[config.mk]
export PLATFORM = sky130hd
export DESIGN_NAME = scmc_top
export DESIGN_NICKNAME = d
export VERILOG_FILES = /design/src/verilog/scmc_stab.v /design/src/verilog/scmc_top.v
export VERILOG_INCLUDE_DIRS = /design/src /design/src/verilog
export SDC_FILE = /design/constraint.sdc
export NUM_CORES = 1
export LEC_CHECK = 0
export ABC_AREA = 1
export CAP_MARGIN = 20
export CORE_MARGIN = 10
export CORE_UTILIZATION = 55
export CTS_CLUSTER_SIZE = 28
export DETAILED_ROUTE_END_ITERATION = 10
export DONT_BUFFER_PORTS = 1
export PLACE_DENSITY = 0.68
export SYNTH_ARGS = -nofsm -noshare
export SYNTH_HDL_FRONTEND = slang
export SYNTH_SLANG_ARGS = --single-unit
[constraint.sdc]
create_clock -name clk -period 4.11 [get_ports clk]
set_input_delay 0.2055 -clock clk [delete_from_list [all_inputs] [get_ports clk]]
set_output_delay 0.2055 -clock clk [all_outputs]
set_load 0.01 [all_outputs]
[src/verilog/scmc_map.vh]
// register map, field positions, reset values and timing counts of the clock mode control
`ifndef SCMC_MAP_VH
`define SCMC_MAP_VH

// register indices on the plain register port
`define SCMC_ADDR_W          2
`define SCMC_ADDR_SCC        2'h0
`define SCMC_ADDR_FAST_RC    2'h1
`define SCMC_ADDR_FAST_XT    2'h2
`define SCMC_ADDR_SLOW_XT    2'h3

// system clock control fields
`define SCMC_SCC_CKS_HI      7
`define SCMC_SCC_CKS_LO      5
`define SCMC_SCC_FHS         3
`define SCMC_SCC_FSS         2
`define SCMC_SCC_FKEEP       1
`define SCMC_SCC_SKEEP       0
`define SCMC_CKS_SLOW        3'h7
`define SCMC_CKS_RST         3'h0

// fast rc oscillator control fields
`define SCMC_FAST_INTERNAL_RC_SEL_HI     3
`define SCMC_FAST_INTERNAL_RC_SEL_LO     2
`define SCMC_FAST_INTERNAL_RC_FLAG       1
`define SCMC_FAST_INTERNAL_RC_EN         0
`define SCMC_FAST_INTERNAL_RC_SEL_RST    2'h0
`define SCMC_FAST_INTERNAL_RC_EN_RST     1'h1

// fast crystal oscillator control fields
`define SCMC_HXT_MODE        2
`define SCMC_HXT_FLAG        1
`define SCMC_HXT_EN          0

// slow crystal oscillator control fields
`define SCMC_LXT_SPEED       2
`define SCMC_LXT_FLAG        1
`define SCMC_LXT_EN          0
`define SCMC_LXT_SPEED_VAL   1'h1

// clock switch delay: whole current system periods, then the fractional tail
`define SCMC_SW_SYS_PERIODS  3'h4
`define SCMC_SW_TAIL_CYC     2'h2

// power modes
`define SCMC_MODE_RUN        3'h0
`define SCMC_MODE_SLEEP      3'h1
`define SCMC_MODE_IDLE_SLOW_ONLY      3'h2
`define SCMC_MODE_IDLE_BOTH_OSC      3'h3
`define SCMC_MODE_IDLE_FAST_ONLY      3'h4

`define SCMC_ZERO8           8'h00

`endif

[src/verilog/scmc_stab.v]
// oscillator stabilisation timer producing a stable flag
`timescale 1ns/1ns
module scmc_stab #(
  parameter CNT_W       = 8,
  parameter STAB_CYCLES = 16
) (
  // clock and reset
  input  wire clk,
  input  wire rst_n,
  // control
  input  wire run,
  input  wire restart,
  // status
  output reg  stable
);

  localparam [CNT_W-1:0] STAB_LAST = STAB_CYCLES - 1;
  localparam [CNT_W-1:0] CNT_ZERO  = {CNT_W{1'b0}};
  localparam [CNT_W-1:0] CNT_ONE   = {{(CNT_W-1){1'b0}}, 1'b1};

  reg [CNT_W-1:0] count;

  // a stopped oscillator or a fresh enable clears the flag before it can rise again
  always @(posedge clk or negedge rst_n) begin
    if (!rst_n) begin
      count  <= CNT_ZERO;
      stable <= 1'b0;
    end else if (!run || restart) begin
      count  <= CNT_ZERO;
      stable <= 1'b0;
    end else if (!stable) begin
      if (count == STAB_LAST) begin
        stable <= 1'b1;
      end else begin
        count <= count + CNT_ONE;
      end
    end
  end

endmodule

[src/verilog/scmc_top.v]
// system clock source selection and low-power mode control
//
// Functional notes
// - a halt with both keep-alive bits clear enters the sleep mode.
// - in sleep the processor clock and the slow peripheral clock are both stopped.
// - in sleep the slow internal rc runs only while the watchdog is enabled.
// - a halt with only the slow keep-alive bit set enters idle_slow_only.
// - a halt with both keep-alive bits set enters idle_both_osc.
// - a halt with only the fast keep-alive bit set enters idle_fast_only.
// - sysclk_select codes 000 to 110 divide the fast clock by 1 to 64, code 111 is slow.
// - fast_source_select picks the fast internal rc at 0 and the fast crystal at 1.
// - slow_source_select picks the slow internal rc at 0 and the slow crystal at 1.
// - fast_keep_alive keeps the fast oscillator running once a halt stops the processor.
// - in slow mode each fast oscillator follows its own enable bit.
// - bit 4 of system_clock_control is unimplemented and reads as zero.
// - slow_keep_alive keeps the slow oscillator running once a halt stops the processor.
// - a clock selection change takes effect after four system periods plus a short tail.
// - enabling a fast oscillator clears its stable flag, which sets once it is stable.
`timescale 1ns/1ns
`include "scmc_map.vh"
module scmc_top #(
  parameter STAB_W      = 8,
  parameter STAB_CYCLES = 16
) (
  // clock and reset
  input  wire       clk,
  input  wire       nrst,
  // register port
  input  wire [1:0] addr,
  input  wire [7:0] wdata,
  input  wire       wr_en,
  input  wire       rd_en,
  output reg  [7:0] rdata,
  // processor and system events
  input  wire       halt,
  input  wire       wake,
  input  wire       watchdog_enable,
  // slow oscillator pins
  input  wire       slow_rc_in,
  input  wire       slow_crystal_in,
  // clock enables and status
  output reg        cpu_clk_en,
  output reg        sys_tick,
  output reg        periph_fast_en,
  output reg        periph_slow_en,
  output reg        fast_rc_run,
  output reg        fast_crystal_run,
  output reg        slow_rc_run,
  output reg        slow_crystal_run,
  output reg  [2:0] power_mode,
  output reg  [2:0] active_sysclk_select,
  output reg        active_fast_source,
  output reg        active_slow_source
);

  ////////////////////////////////////////////////////////////////////////////////
  // reset release

  reg rst_meta_n;
  reg rst_n;

  always @(posedge clk or negedge nrst) begin
    if (!nrst) begin
      rst_meta_n <= 1'b0;
      rst_n      <= 1'b0;
    end else begin
      rst_meta_n <= 1'b1;
      rst_n      <= rst_meta_n;
    end
  end

  ////////////////////////////////////////////////////////////////////////////////
  // helpers

  // mask of low divider bits that must be zero for a tick at the selected ratio
  function [5:0] scmc_div_mask;
    input [2:0] cks;
    begin
      case (cks)
        3'h0:    scmc_div_mask = 6'h00;
        3'h1:    scmc_div_mask = 6'h01;
        3'h2:    scmc_div_mask = 6'h03;
        3'h3:    scmc_div_mask = 6'h07;
        3'h4:    scmc_div_mask = 6'h0F;
        3'h5:    scmc_div_mask = 6'h1F;
        3'h6:    scmc_div_mask = 6'h3F;
        default: scmc_div_mask = 6'h00;
      endcase
    end
  endfunction

  function scmc_is_fast;
    input [2:0] cks;
    begin
      scmc_is_fast = (cks != `SCMC_CKS_SLOW);
    end
  endfunction

  ////////////////////////////////////////////////////////////////////////////////
  // registers

  reg  [2:0] sysclk_select;
  reg        fast_source_select;
  reg        slow_source_select;
  reg        fast_keep_alive;
  reg        slow_keep_alive;
  reg  [1:0] fast_rc_freq;
  reg        fast_rc_en;
  reg        fast_crystal_mode;
  reg        fast_crystal_en;
  reg        slow_crystal_en;
  reg        fast_rc_restart;
  reg        fast_crystal_restart;
  reg        slow_crystal_restart;
  wire       fast_rc_stable_flag;
  wire       fast_crystal_stable_flag;
  wire       slow_crystal_stable_flag;

  always @(posedge clk or negedge rst_n) begin
    if (!rst_n) begin
      sysclk_select        <= `SCMC_CKS_RST;
      fast_source_select   <= 1'b0;
      slow_source_select   <= 1'b0;
      fast_keep_alive      <= 1'b0;
      slow_keep_alive      <= 1'b0;
      fast_rc_freq         <= `SCMC_FAST_INTERNAL_RC_SEL_RST;
      fast_rc_en           <= `SCMC_FAST_INTERNAL_RC_EN_RST;
      fast_crystal_mode    <= 1'b0;
      fast_crystal_en      <= 1'b0;
      slow_crystal_en      <= 1'b0;
      fast_rc_restart      <= 1'b0;
      fast_crystal_restart <= 1'b0;
      slow_crystal_restart <= 1'b0;
    end else begin
      fast_rc_restart      <= 1'b0;
      fast_crystal_restart <= 1'b0;
      slow_crystal_restart <= 1'b0;
      if (wr_en) begin
        case (addr)
          `SCMC_ADDR_SCC: begin
            sysclk_select      <= wdata[`SCMC_SCC_CKS_HI:`SCMC_SCC_CKS_LO];
            fast_source_select <= wdata[`SCMC_SCC_FHS];
            slow_source_select <= wdata[`SCMC_SCC_FSS];
            fast_keep_alive    <= wdata[`SCMC_SCC_FKEEP];
            slow_keep_alive    <= wdata[`SCMC_SCC_SKEEP];
          end
          `SCMC_ADDR_FAST_RC: begin
            fast_rc_freq <= wdata[`SCMC_FAST_INTERNAL_RC_SEL_HI:`SCMC_FAST_INTERNAL_RC_SEL_LO];
            fast_rc_en   <= wdata[`SCMC_FAST_INTERNAL_RC_EN];
            // a new frequency also has to settle before the flag comes back
            fast_rc_restart <= wdata[`SCMC_FAST_INTERNAL_RC_EN] &
                               (!fast_rc_en |
                                (wdata[`SCMC_FAST_INTERNAL_RC_SEL_HI:`SCMC_FAST_INTERNAL_RC_SEL_LO] != fast_rc_freq));
          end
          `SCMC_ADDR_FAST_XT: begin
            // drive strength is locked while the crystal enable bit is set
            if (!fast_crystal_en) begin
              fast_crystal_mode <= wdata[`SCMC_HXT_MODE];
            end
            fast_crystal_en      <= wdata[`SCMC_HXT_EN];
            fast_crystal_restart <= wdata[`SCMC_HXT_EN] & !fast_crystal_en;
          end
          `SCMC_ADDR_SLOW_XT: begin
            slow_crystal_en      <= wdata[`SCMC_LXT_EN];
            slow_crystal_restart <= wdata[`SCMC_LXT_EN] & !slow_crystal_en;
          end
          default: begin
          end
        endcase
      end
    end
  end

  // read data stand for the one cycle after the strobe, zero otherwise
  always @(posedge clk or negedge rst_n) begin
    if (!rst_n) begin
      rdata <= `SCMC_ZERO8;
    end else if (rd_en) begin
      case (addr)
        `SCMC_ADDR_SCC:
          rdata <= {sysclk_select, 1'b0, fast_source_select,
                    slow_source_select, fast_keep_alive, slow_keep_alive};
        `SCMC_ADDR_FAST_RC:
          rdata <= {4'h0, fast_rc_freq, fast_rc_stable_flag, fast_rc_en};
        `SCMC_ADDR_FAST_XT:
          rdata <= {5'h00, fast_crystal_mode, fast_crystal_stable_flag, fast_crystal_en};
        `SCMC_ADDR_SLOW_XT:
          rdata <= {5'h00, `SCMC_LXT_SPEED_VAL, slow_crystal_stable_flag, slow_crystal_en};
        default:
          rdata <= `SCMC_ZERO8;
      endcase
    end else begin
      rdata <= `SCMC_ZERO8;
    end
  end

  ////////////////////////////////////////////////////////////////////////////////
  // power mode state machine

  localparam [2:0] ST_RUN   = `SCMC_MODE_RUN;
  localparam [2:0] ST_SLEEP = `SCMC_MODE_SLEEP;
  localparam [2:0] ST_IDLE_SLOW_ONLY = `SCMC_MODE_IDLE_SLOW_ONLY;
  localparam [2:0] ST_IDLE_BOTH_OSC = `SCMC_MODE_IDLE_BOTH_OSC;
  localparam [2:0] ST_IDLE_FAST_ONLY = `SCMC_MODE_IDLE_FAST_ONLY;

  reg [2:0] mode;
  reg [2:0] next_mode;

  // keep-alive bits count only at the halt itself; later writes wait for the next one
  always @* begin
    next_mode = mode;
    case (mode)
      ST_RUN: begin
        if (halt) begin
          case ({fast_keep_alive, slow_keep_alive})
            2'h0:    next_mode = ST_SLEEP;
            2'h1:    next_mode = ST_IDLE_SLOW_ONLY;
            2'h3:    next_mode = ST_IDLE_BOTH_OSC;
            default: next_mode = ST_IDLE_FAST_ONLY;
          endcase
        end
      end
      ST_SLEEP, ST_IDLE_SLOW_ONLY, ST_IDLE_BOTH_OSC, ST_IDLE_FAST_ONLY: begin
        if (wake) begin
          next_mode = ST_RUN;
        end
      end
      default: next_mode = ST_RUN;
    endcase
  end

  always @(posedge clk or negedge rst_n) begin
    if (!rst_n) begin
      mode <= ST_RUN;
    end else begin
      mode <= next_mode;
    end
  end

  wire running   = (mode == ST_RUN);
  wire fast_hold = (mode == ST_IDLE_BOTH_OSC) || (mode == ST_IDLE_FAST_ONLY);
  wire slow_hold = (mode == ST_IDLE_SLOW_ONLY) || (mode == ST_IDLE_BOTH_OSC);

  ////////////////////////////////////////////////////////////////////////////////
  // slow oscillator pins: three stages, a change counts once the last two agree

  wire [1:0] slow_pins = {slow_crystal_in, slow_rc_in};
  wire [1:0] slow_rise;

  genvar gi;
  generate
    for (gi = 0; gi < 2; gi = gi + 1) begin : g_slow_sync
      reg [2:0] shift;
      reg       level;
      reg       rise;
      always @(posedge clk or negedge rst_n) begin
        if (!rst_n) begin
          shift <= 3'h0;
          level <= 1'b0;
          rise  <= 1'b0;
        end else begin
          shift <= {shift[1:0], slow_pins[gi]};
          rise  <= 1'b0;
          if (shift[1] == shift[2]) begin
            level <= shift[2];
            rise  <= shift[2] & !level;
          end
        end
      end
      assign slow_rise[gi] = rise;
    end
  endgenerate

  ////////////////////////////////////////////////////////////////////////////////
  // system clock tick

  reg [5:0] div_cnt;
  reg       next_sys_tick;

  always @* begin
    next_sys_tick = 1'b0;
    if (running) begin
      if (scmc_is_fast(active_sysclk_select)) begin
        next_sys_tick = ((div_cnt & scmc_div_mask(active_sysclk_select)) == 6'h00);
      end else begin
        next_sys_tick = slow_rise[active_slow_source];
      end
    end
  end

  always @(posedge clk or negedge rst_n) begin
    if (!rst_n) begin
      div_cnt  <= 6'h00;
      sys_tick <= 1'b0;
    end else begin
      div_cnt  <= running ? (div_cnt + 6'h01) : 6'h00;
      sys_tick <= next_sys_tick;
    end
  end

  ////////////////////////////////////////////////////////////////////////////////
  // clock switch delay

  wire [4:0] sel_target = {sysclk_select, fast_source_select, slow_source_select};
  reg  [4:0] sel_seen;
  reg  [2:0] sw_periods;
  reg  [1:0] sw_tail;
  reg        sw_busy;

  // a new selection while waiting restarts the wait from its first period
  always @(posedge clk or negedge rst_n) begin
    if (!rst_n) begin
      sel_seen             <= 5'h00;
      sw_periods           <= 3'h0;
      sw_tail              <= 2'h0;
      sw_busy              <= 1'b0;
      active_sysclk_select <= `SCMC_CKS_RST;
      active_fast_source   <= 1'b0;
      active_slow_source   <= 1'b0;
    end else if (sel_target != sel_seen) begin
      sel_seen   <= sel_target;
      sw_periods <= 3'h0;
      sw_tail    <= 2'h0;
      sw_busy    <= 1'b1;
    end else if (sw_busy) begin
      if (sw_periods != `SCMC_SW_SYS_PERIODS) begin
        if (sys_tick) begin
          sw_periods <= sw_periods + 3'h1;
        end
      end else if (sw_tail != `SCMC_SW_TAIL_CYC) begin
        sw_tail <= sw_tail + 2'h1;
      end else begin
        sw_busy              <= 1'b0;
        active_sysclk_select <= sel_seen[4:2];
        active_fast_source   <= sel_seen[1];
        active_slow_source   <= sel_seen[0];
      end
    end
  end

  ////////////////////////////////////////////////////////////////////////////////
  // oscillator and clock enables

  wire fast_mode = running && scmc_is_fast(active_sysclk_select);

  wire next_fast_rc_run = (running && (fast_rc_en || (fast_mode && !active_fast_source))) ||
                          (fast_hold && (fast_rc_en || !active_fast_source));
  wire next_fast_xt_run = (running && (fast_crystal_en || (fast_mode && active_fast_source))) ||
                          (fast_hold && (fast_crystal_en || active_fast_source));
  wire slow_active      = running || slow_hold;
  // the watchdog keeps its rc clock regardless of mode
  wire next_slow_rc_run = watchdog_enable || (slow_active && !active_slow_source);
  wire next_slow_xt_run = slow_active && (active_slow_source || slow_crystal_en);

  always @(posedge clk or negedge rst_n) begin
    if (!rst_n) begin
      cpu_clk_en       <= 1'b0;
      periph_fast_en   <= 1'b0;
      periph_slow_en   <= 1'b0;
      fast_rc_run      <= 1'b0;
      fast_crystal_run <= 1'b0;
      slow_rc_run      <= 1'b0;
      slow_crystal_run <= 1'b0;
      power_mode       <= `SCMC_MODE_RUN;
    end else begin
      cpu_clk_en       <= running;
      periph_fast_en   <= running || fast_hold;
      periph_slow_en   <= slow_active;
      fast_rc_run      <= next_fast_rc_run;
      fast_crystal_run <= next_fast_xt_run;
      slow_rc_run      <= next_slow_rc_run;
      slow_crystal_run <= next_slow_xt_run;
      power_mode       <= mode;
    end
  end

  ////////////////////////////////////////////////////////////////////////////////
  // stable flags

  wire [2:0] stab_run     = {next_slow_xt_run, next_fast_xt_run, next_fast_rc_run};
  wire [2:0] stab_restart = {slow_crystal_restart, fast_crystal_restart, fast_rc_restart};
  wire [2:0] stab_flag;

  generate
    for (gi = 0; gi < 3; gi = gi + 1) begin : g_stab
      scmc_stab #(
        .CNT_W       (STAB_W),
        .STAB_CYCLES (STAB_CYCLES)
      ) u_stab (
        .clk     (clk),
        .rst_n   (rst_n),
        .run     (stab_run[gi]),
        .restart (stab_restart[gi]),
        .stable  (stab_flag[gi])
      );
    end
  endgenerate

  assign fast_rc_stable_flag      = stab_flag[0];
  assign fast_crystal_stable_flag = stab_flag[1];
  assign slow_crystal_stable_flag = stab_flag[2];

endmodule

==> qor.log, run 1 <==
[outcome] outcome complete, no violations
[route] ratio of routed vias to standard cells 5.12
[cts] TritonCTS Buffers 9
[placed_design] count of buffers inserted at the top-level ports 0
[synth] commonest register cell after synthesis sky130_fd_sc_hd__dfrtp_1
[worst_setup_path] data arrival time of the worst path 1.85 ns
[die] vertical extent of the die 109 um
[sta] setup violators final 0
[sta] Pins Over Slew Limit 0
[sta] post-route minimum period 1.56 ns
[route] total via count in the routed design 3,058
[placed_design] GP Congestion 0.832
[worst_setup_path] crit path launch type flop
[synth] post-synthesis sequential element count 98
[die] area enclosed by the die boundary 11,800 um^2
[global_route] fraction of met1 tracks used by global routing 0.182
[sta] actual slew at the worst max-slew pin 0.678 ns
[cts] Worst-Skew Late Latency 0.36 ns
[cts] post-CTS resize count 0
[sta] endpoints failing hold 0
[cts] TritonCTS clock tree yes
[route] aggregate routed wire length 8150 um
[global_route] overall track demand over capacity in global routing 0.144
[worst_setup_path] Setup Crit Path Kind flop to flop
[power_and_ir_drop] peak ir drop on the vdd network 0.267 mV
[global_route] number of antenna violations at the first check in global routing 0
[synth] sequential share of the synthesized area 0.565
[sta] final total negative setup slack 0 ns
[placed_design] HPWL reported at the end of detailed placement 5940 um
[synth] number of synthesized flops with an enable pin 0
[synth] netlist area before placement 4340 um^2
[synth] count of warnings emitted by yosys 0
[route] post-detailed-route DRC marker count 0
[route] number of DRC markers after the initial detailed-route iteration 144
[synth] total nets after synthesis 505
[sta] Peak Freq 0.640 GHz
[synth] Unique masters post-synth 41
[sta] worst slew margin relative to its limit 0.548
[die] x dimension of the die 109 um
[synth] Synth top cells by count 99 x sky130_fd_sc_hd__nand2_1, 97 x sky130_fd_sc_hd__dfrtp_1, 63 x sky130_fd_sc_hd__nor2_1
[synth] average footprint of a synthesized cell 9.12 um^2
[worst_setup_path] CP max FO 9
[sta] unrepaired setup endpoints after global routing false
[cts] Setup Buffers After CTS 0
[flow_run] max-capacitance violation count 0
[sta] setup skew after layout 0.0104 ns
[route] Routed wire per std cell 13.6 um
[layout] total inserted antenna cells 0
[synth] share of synthesized flip-flops with an asynchronous set or reset 1.00
[worst_setup_path] kind of end point of the critical path flop
[layout] post-synthesis to final-layout area growth 10.1%
[worst_setup_path] Critical Path RT 4.40 ns
[synth] Post-Syn Instances 476
[layout] count of nets after finishing 519
[layout] share of cells above drive strength 1 0.0889
[sta] Tcrit/Tclk final 0.380
[synth] top cells by area, synth sky130_fd_sc_hd__dfrtp_1 56%, sky130_fd_sc_hd__nand2_1 8.6%, sky130_fd_sc_hd__nor2_1 5.4%
[cts] hold buffer count at CTS 9
[synth] library cell occupying the most area in the post-synthesis netlist sky130_fd_sc_hd__dfrtp_1
[die] boundary pin count 43
[worst_hold_path] Tightest Hold Check Type primary input to flop
[global_route] global-route wire length before repair 13,600 um
[power_and_ir_drop] leakage power total 2.28 nW
[synth] most used standard cell by instance count after synthesis sky130_fd_sc_hd__nand2_1
[cts] clk slew on worst S/H paths 0.10 ns
[die] starting density of the core 0.564
[worst_setup_path] Reg2Reg Depth 4
[global_route] number of global-route vias before repair 2,936
[cts] buffer levels on the longest clock path 2
[cts] CTS root buffer sky130_fd_sc_hd__clkbuf_8
[worst_hold_path] hold depth 2
[die] area of the core 7690 um^2
[power_and_ir_drop] Cell Pwr Density 516 nW/um^2
[cts] clock sink count 98
[global_route] peak-usage layer in the global routing report met2
[global_route] met3 Usage GRT 0.0466
[die] row count 32
[global_route] global routing usage on met2 0.224
[synth] top-area cell type share of the netlist area 0.559
[global_route] largest net degree at the start of global routing 55
[global_route] aggregate global routing overflow 0
[route] DRT Pass-1 Iters 4
[cts] CTS H-Tree Depth 3
[power_and_ir_drop] post-layout total power 0.00246 W
[route] Post-DRT Antenna Nets 0
## cells in the final DEF (no fill, tap or decap), types with 10 or more instances in the layout
master / n
sky130_fd_sc_hd__o21ai_0: 13
sky130_fd_sc_hd__nor2_1: 63
sky130_fd_sc_hd__xor2_1: 10
sky130_fd_sc_hd__dfrtp_1: 96
sky130_fd_sc_hd__a21oi_1: 20
sky130_fd_sc_hd__nand3_1: 23
sky130_fd_sc_hd__nand4_1: 10
sky130_fd_sc_hd__inv_1: 58
sky130_fd_sc_hd__ha_1: 10
sky130_fd_sc_hd__nand2_1: 99
sky130_fd_sc_hd__o21ai_1: 15
## critical path: stages (launching register included)
cell and delay, ns:
sky130_fd_sc_hd__dfrtp_1 0.51, sky130_fd_sc_hd__inv_1 0.15, sky130_fd_sc_hd__a211oi_4 0.50, sky130_fd_sc_hd__o21ai_4 0.17, sky130_fd_sc_hd__o21ai_1 0.16
## registers in the layout, indices dropped and copies added, names as in the netlist, 2 cells and up
| register | flops |
|---|---|
| mode | 3 |
| sysclk_select | 3 |
| g_stab.u_stab.stable | 3 |
| rdata | 7 |
| sw_periods | 3 |
| active_sysclk_select | 3 |
| sel_seen | 5 |
| power_mode | 3 |
| g_slow_sync.rise | 2 |
| g_slow_sync.level | 2 |
| g_stab.u_stab.count | 24 |
| sw_tail | 2 |
| fast_rc_freq | 2 |
| g_slow_sync.shift | 6 |
| div_cnt | 6 |
## per-stage QoR
stage	cell area [um^2]	std cells	hold WS [ns]	utilization	worst slack, ns
after floorplan	4340	476	-0.0901	-	1.18
after detailed placement	4450	572	-0.0900	0.579	2.55
after global routing	4780	597	0.0305	0.622	2.35
final	4780	597	0.0299	0.622	2.55
after global placement	4450	572	-0.0900	0.579	2.57
after CTS	4780	597	0.0174	0.622	2.53
## worst paths after layout
check,start,to,slack (ns)
worst max-delay path,active_slow_source$_DFFE_PN0P_,g_stab[2].u_stab.count[0]$_DFFE_PN0P_,2.55
worst min-delay path,wdata[7],sysclk_select[2]$_DFFE_PN0P_,0.03
worst max register to register,active_slow_source$_DFFE_PN0P_,g_stab[2].u_stab.count[0]$_DFFE_PN0P_,2.55
worst min register to register,g_slow_sync[1].shift[0]$_DFF_PN0_,g_slow_sync[1].shift[1]$_DFF_PN0_,0.36
max in group asynchronous,rst_n$_DFF_PN0_,sw_periods[2]$_DFFE_PN0P_,2.73
min in group asynchronous,nrst,rst_n$_DFF_PN0_,0.07
## area by class of cell
class	instances	area, um^2
Sequential cell	98	2460
Fill cell	656	2910
Clock inverter	7	118
Clock buffer	9	124
Timing Repair Buffer	10	97.6
Inverter	62	234
Tap cell	102	128
Multi-Input combinational cell	309	1620
## layer usage
metal	vias up	routed length [um]
li1	1555	-
met1	1447	3680
met2	44	3790
met3	12	539
met4	0	139
met5	-	0
## power breakdown
group	total (W)	internal, W	leakage [nW]	switching, W
sequential	0.00126	0.00111	1.26	0.000149
combinational	0.000474	0.000166	0.908	0.000308
clock	0.000733	0.000403	0.111	0.000331
## cells by family after synthesis
logic type / synth area share
compound gates: 0.0851
xor+xnor: 0.0262
fa+ha+maj: 0.0334
buf+inv: 0.0608
flops: 0.565
other cells: 0.00173
simple gates: 0.227
No activity file was read; power rests on OpenSTA's default activity.
==> inputs of run 2 (changes only) <==
PLACE_DENSITY = 0.71   (was 0.68)
clock period = 1.4 ns   (was 4.11 ns; I/O delays follow)
==> qor.log, run 2 (synthesis gave the netlist of run 1 again) <==
[layout] top library cells by usage in the layout, fill and taps aside 96 x sky130_fd_sc_hd__dfrtp_1, 91 x sky130_fd_sc_hd__nand2_1, 56 x sky130_fd_sc_hd__nor2_1
[cts] clk slew on worst S/H paths 0.09 ns [about the same]
[layout] commonest non-fill, non-tap cell in the layout sky130_fd_sc_hd__dfrtp_1
[worst_setup_path] RR Startpoint mode[1]$_DFFE_PN0P_
[layout] total inserted antenna cells 0 [unchanged]
[worst_setup_path] Setup Crit Path Kind flop to flop
[layout] register name with the most flops g_stab.u_stab.count
[sta] Pins Over Slew Limit 0 [unchanged]
[cts] buffer levels on the longest clock path 2 [unchanged]
[worst_setup_path] list of cells traversed by the critical path nor2_2, nand2_2, nand3_2, nand3b_1, buf_4, nor2_1
[worst_setup_path] worst path bufs/invs 1 [unchanged]
[die] area enclosed by the die boundary 11,800 um^2 [unchanged]
[cts] Worst-Skew Late Latency 0.35 ns [about the same]
[layout] post-synthesis to final-layout area growth 25.9%
[layout] share of cells above drive strength 1 0.230 [+0.141]
[global_route] global-route wire length before repair 15,200 um [+12%]
[sta] Tcrit/Tclk final 1.06 [+0.678]
[power_and_ir_drop] post-layout total power 0.00773 W [+210%]
[global_route] number of antenna violations at the first check in global routing 0 [unchanged]
[cts] TritonCTS Buffers 9 [unchanged]
[cts] TritonCTS clock tree yes
[route] ratio of routed vias to standard cells 5.20 [+1.6%]
[layout] count of nets after finishing 577 [+11%]
[route] post-detailed-route DRC marker count 0 [unchanged]
[power_and_ir_drop] internal power 0.00519 W [+210%]
[sta] unrepaired setup endpoints after global routing true
[route] number of DRC markers after the initial detailed-route iteration 126 [-13%]
[global_route] number of global-route vias before repair 3,260 [+11%]
[die] row count 32 [unchanged]
[power_and_ir_drop] peak ir drop on the vdd network 0.715 mV [+170%]
[route] Post-DRT Antenna Nets 0 [unchanged]
[die] starting density of the core 0.564 [unchanged]
[cts] CTS H-Tree Depth 3 [unchanged]
[route] total via count in the routed design 3,409 [+11%]
[placed_design] worst slack at placement -0.0904 ns [-2.64 ns]
[placed_design] HPWL reported at the end of detailed placement 6350 um [+6.9%]
[sta] post-route minimum period 1.48 ns [-0.0818 ns]
[route] aggregate routed wire length 9340 um [+15%]
[sta] minimum setup slack in the final design -0.0811 ns [-2.63 ns]
[sta] setup violators final 13 [+13]
[route] Routed wire per std cell 14.3 um [+4.5%]
[worst_setup_path] R2R Path End g_stab[0].u_stab.count[4]$_DFFE_PN0P_
[flow_run] max-capacitance violation count 0 [unchanged]
[layout] final-layout fill cell count 593 [-9.6%]
[worst_hold_path] worst hold path startpoint wr_en
[placed_design] count of buffers inserted at the top-level ports 0 [unchanged]
[power_and_ir_drop] portion of total power attributed to combinational logic 0.266 [+0.074]
[global_route] overall track demand over capacity in global routing 0.162 [+0.0176]
[worst_setup_path] slack of the worst reg-to-reg path -0.08 ns [-2.63 ns]
[placed_design] GP Congestion 0.876 [+5.4%]
[worst_setup_path] slowest CP cell sky130_fd_sc_hd__dfrtp_1
[die] boundary pin count 43 [unchanged]
[power_and_ir_drop] sequential cell fraction of total power 0.473 [-0.037]
[worst_setup_path] Reg2Reg Depth 6 [+2]
[worst_setup_path] category of cells accounting for the largest share of critical-path delay simple AND/OR/NAND/NOR gates
[outcome] outcome complete, but fails checks
[placed_design] cell count after placement 602 [+5.2%]
[power_and_ir_drop] leakage power total 2.62 nW [+15%]
[worst_setup_path] largest stage delay on the critical path 0.42 ns [-0.09 ns]
[worst_hold_path] Tightest Hold Check Type primary input to flop
[sta] setup skew after layout 0.0106 ns [+0.000180 ns]
[global_route] largest net degree at the start of global routing 33 [-40%]
[die] area of the core 7690 um^2 [unchanged]
[cts] CTS root buffer sky130_fd_sc_hd__clkbuf_8
[power_and_ir_drop] net switching power 0.00253 W [+220%]
[outcome] violations in the final reports negative setup slack
[worst_setup_path] data arrival time of the worst path 1.77 ns [-0.08 ns]
[layout] registers with the most flip-flops g_stab.u_stab.count x24, rdata x7
[sta] Peak Freq 0.675 GHz [+5.5%]
[die] vertical extent of the die 109 um [unchanged]
[die] x dimension of the die 109 um [unchanged]
[layout] final core area utilization 0.711 [+0.0889]
[worst_setup_path] crit path launch type flop
[sta] endpoints failing hold 0 [unchanged]
[worst_setup_path] Critical Path RT 1.69 ns [-2.71 ns]
[power_and_ir_drop] proportion of power drawn by the clock network 0.261 [-0.037]
[worst_hold_path] destination of the worst hold path fast_source_select$_DFFE_PN0P_
[layout] max reg flops 24 [unchanged]
[cts] clock sink count 98 [unchanged]
[worst_setup_path] CP max FO 5 [-4]
[global_route] aggregate global routing overflow 0 [unchanged]
[power_and_ir_drop] switching part of the total power 0.328 [+0.00833]
[layout] Post-Layout Cell Count 655 [+9.7%]
[worst_hold_path] hold depth 2 [unchanged]
[worst_setup_path] kind of end point of the critical path flop
[power_and_ir_drop] Cell Pwr Density 1410 nW/um^2 [+170%]
[route] DRT Pass-1 Iters 6 [+2]
## run 2: metrics by stage
| step | area [um^2] | TNS [ns] | hold slack [ns] |
|---|---|---|---|
| floorplan | 4340 | 0 | -0.226 |
| global placement | 4710 | -0.163 | -0.226 |
| detailed placement | 4710 | -0.781 | -0.226 |
| CTS | 5270 | -0.0710 | 0.0628 |
| global route | 5460 | -2.21 | 0.0670 |
| finish | 5460 | -0.242 | 0.0603 |
## run 2: power by group through the flow
stage	Sequential [W]	Combinational, W	Clock [W]
global placement	0.00369	0.00169	0
global route	0.00371	0.00229	0.00217
detailed placement	0.00371	0.00175	0
CTS	0.00366	0.00188	0.00206
finish	0.00365	0.00206	0.00201
floorplan	0.00366	0.00111	0
## run 2: worst max path at each step
stage,start,end,cells after the start
floorplan,g_stab[2].u_stab.count[1]$_DFFE_PN0P_,g_stab[2].u_stab.count[3]$_DFFE_PN0P_,8
global placement,sw_periods[0]$_DFFE_PN0P_,active_slow_source$_DFFE_PN0P_,9
detailed placement,sw_periods[0]$_DFFE_PN0P_,active_sysclk_select[0]$_DFFE_PN0P_,9
CTS,sw_periods[0]$_DFFE_PN0P_,active_sysclk_select[1]$_DFFE_PN0P_,8
global route,mode[1]$_DFFE_PN0P_,g_stab[0].u_stab.count[4]$_DFFE_PN0P_,6
finish,mode[1]$_DFFE_PN0P_,g_stab[0].u_stab.count[4]$_DFFE_PN0P_,6
## run 2: per-layer routing
| metal | vias up | wire (um) | track usage |
|---|---|---|---|
| li1 | 1662 | - | - |
| met1 | 1633 | 4040 | 0.201 |
| met2 | 96 | 4480 | 0.260 |
| met3 | 18 | 607 | 0.0431 |
| met4 | 0 | 206 | 0.0716 |
| met5 | - | 0 | 0 |
## run 2: area by class of cell
cell class | instances | area (um^2) | share of cell area
sequential | 98 | 2460 | 0.450
inverter | 62 | 236 | 0.0433
clock inverter | 6 | 90.1 | 0.0165
clock buffer | 10 | 138 | 0.0252
multi-input combinational | 311 | 1820 | 0.333
tap | 102 | 128 | 0.0234
timing repair buffer | 66 | 593 | 0.109
## run 2: what timing repair did
| action | 4_1_cts | 5_1_grt |
|---|---|---|
| gates resized for setup | 23 | 30 |
| hold endpoints to repair | 31 | 0 |
| cloned | 1 | 1 |
| hold buffers | 22 | 0 |
| endpoints found under the setup margin | 19 | 49 |
| setup buffers | 5 | 8 |
| pin swaps | 13 | 12 |
## run 2: worst reg2reg max path, cell delays in order (launching register included)
cell and delay, ns:
sky130_fd_sc_hd__dfrtp_1 0.42, sky130_fd_sc_hd__nor2_2 0.17, sky130_fd_sc_hd__nand2_2 0.10, sky130_fd_sc_hd__nand3_2 0.19, sky130_fd_sc_hd__nand3b_1 0.24, sky130_fd_sc_hd__buf_4 0.21, sky130_fd_sc_hd__nor2_1 0.09
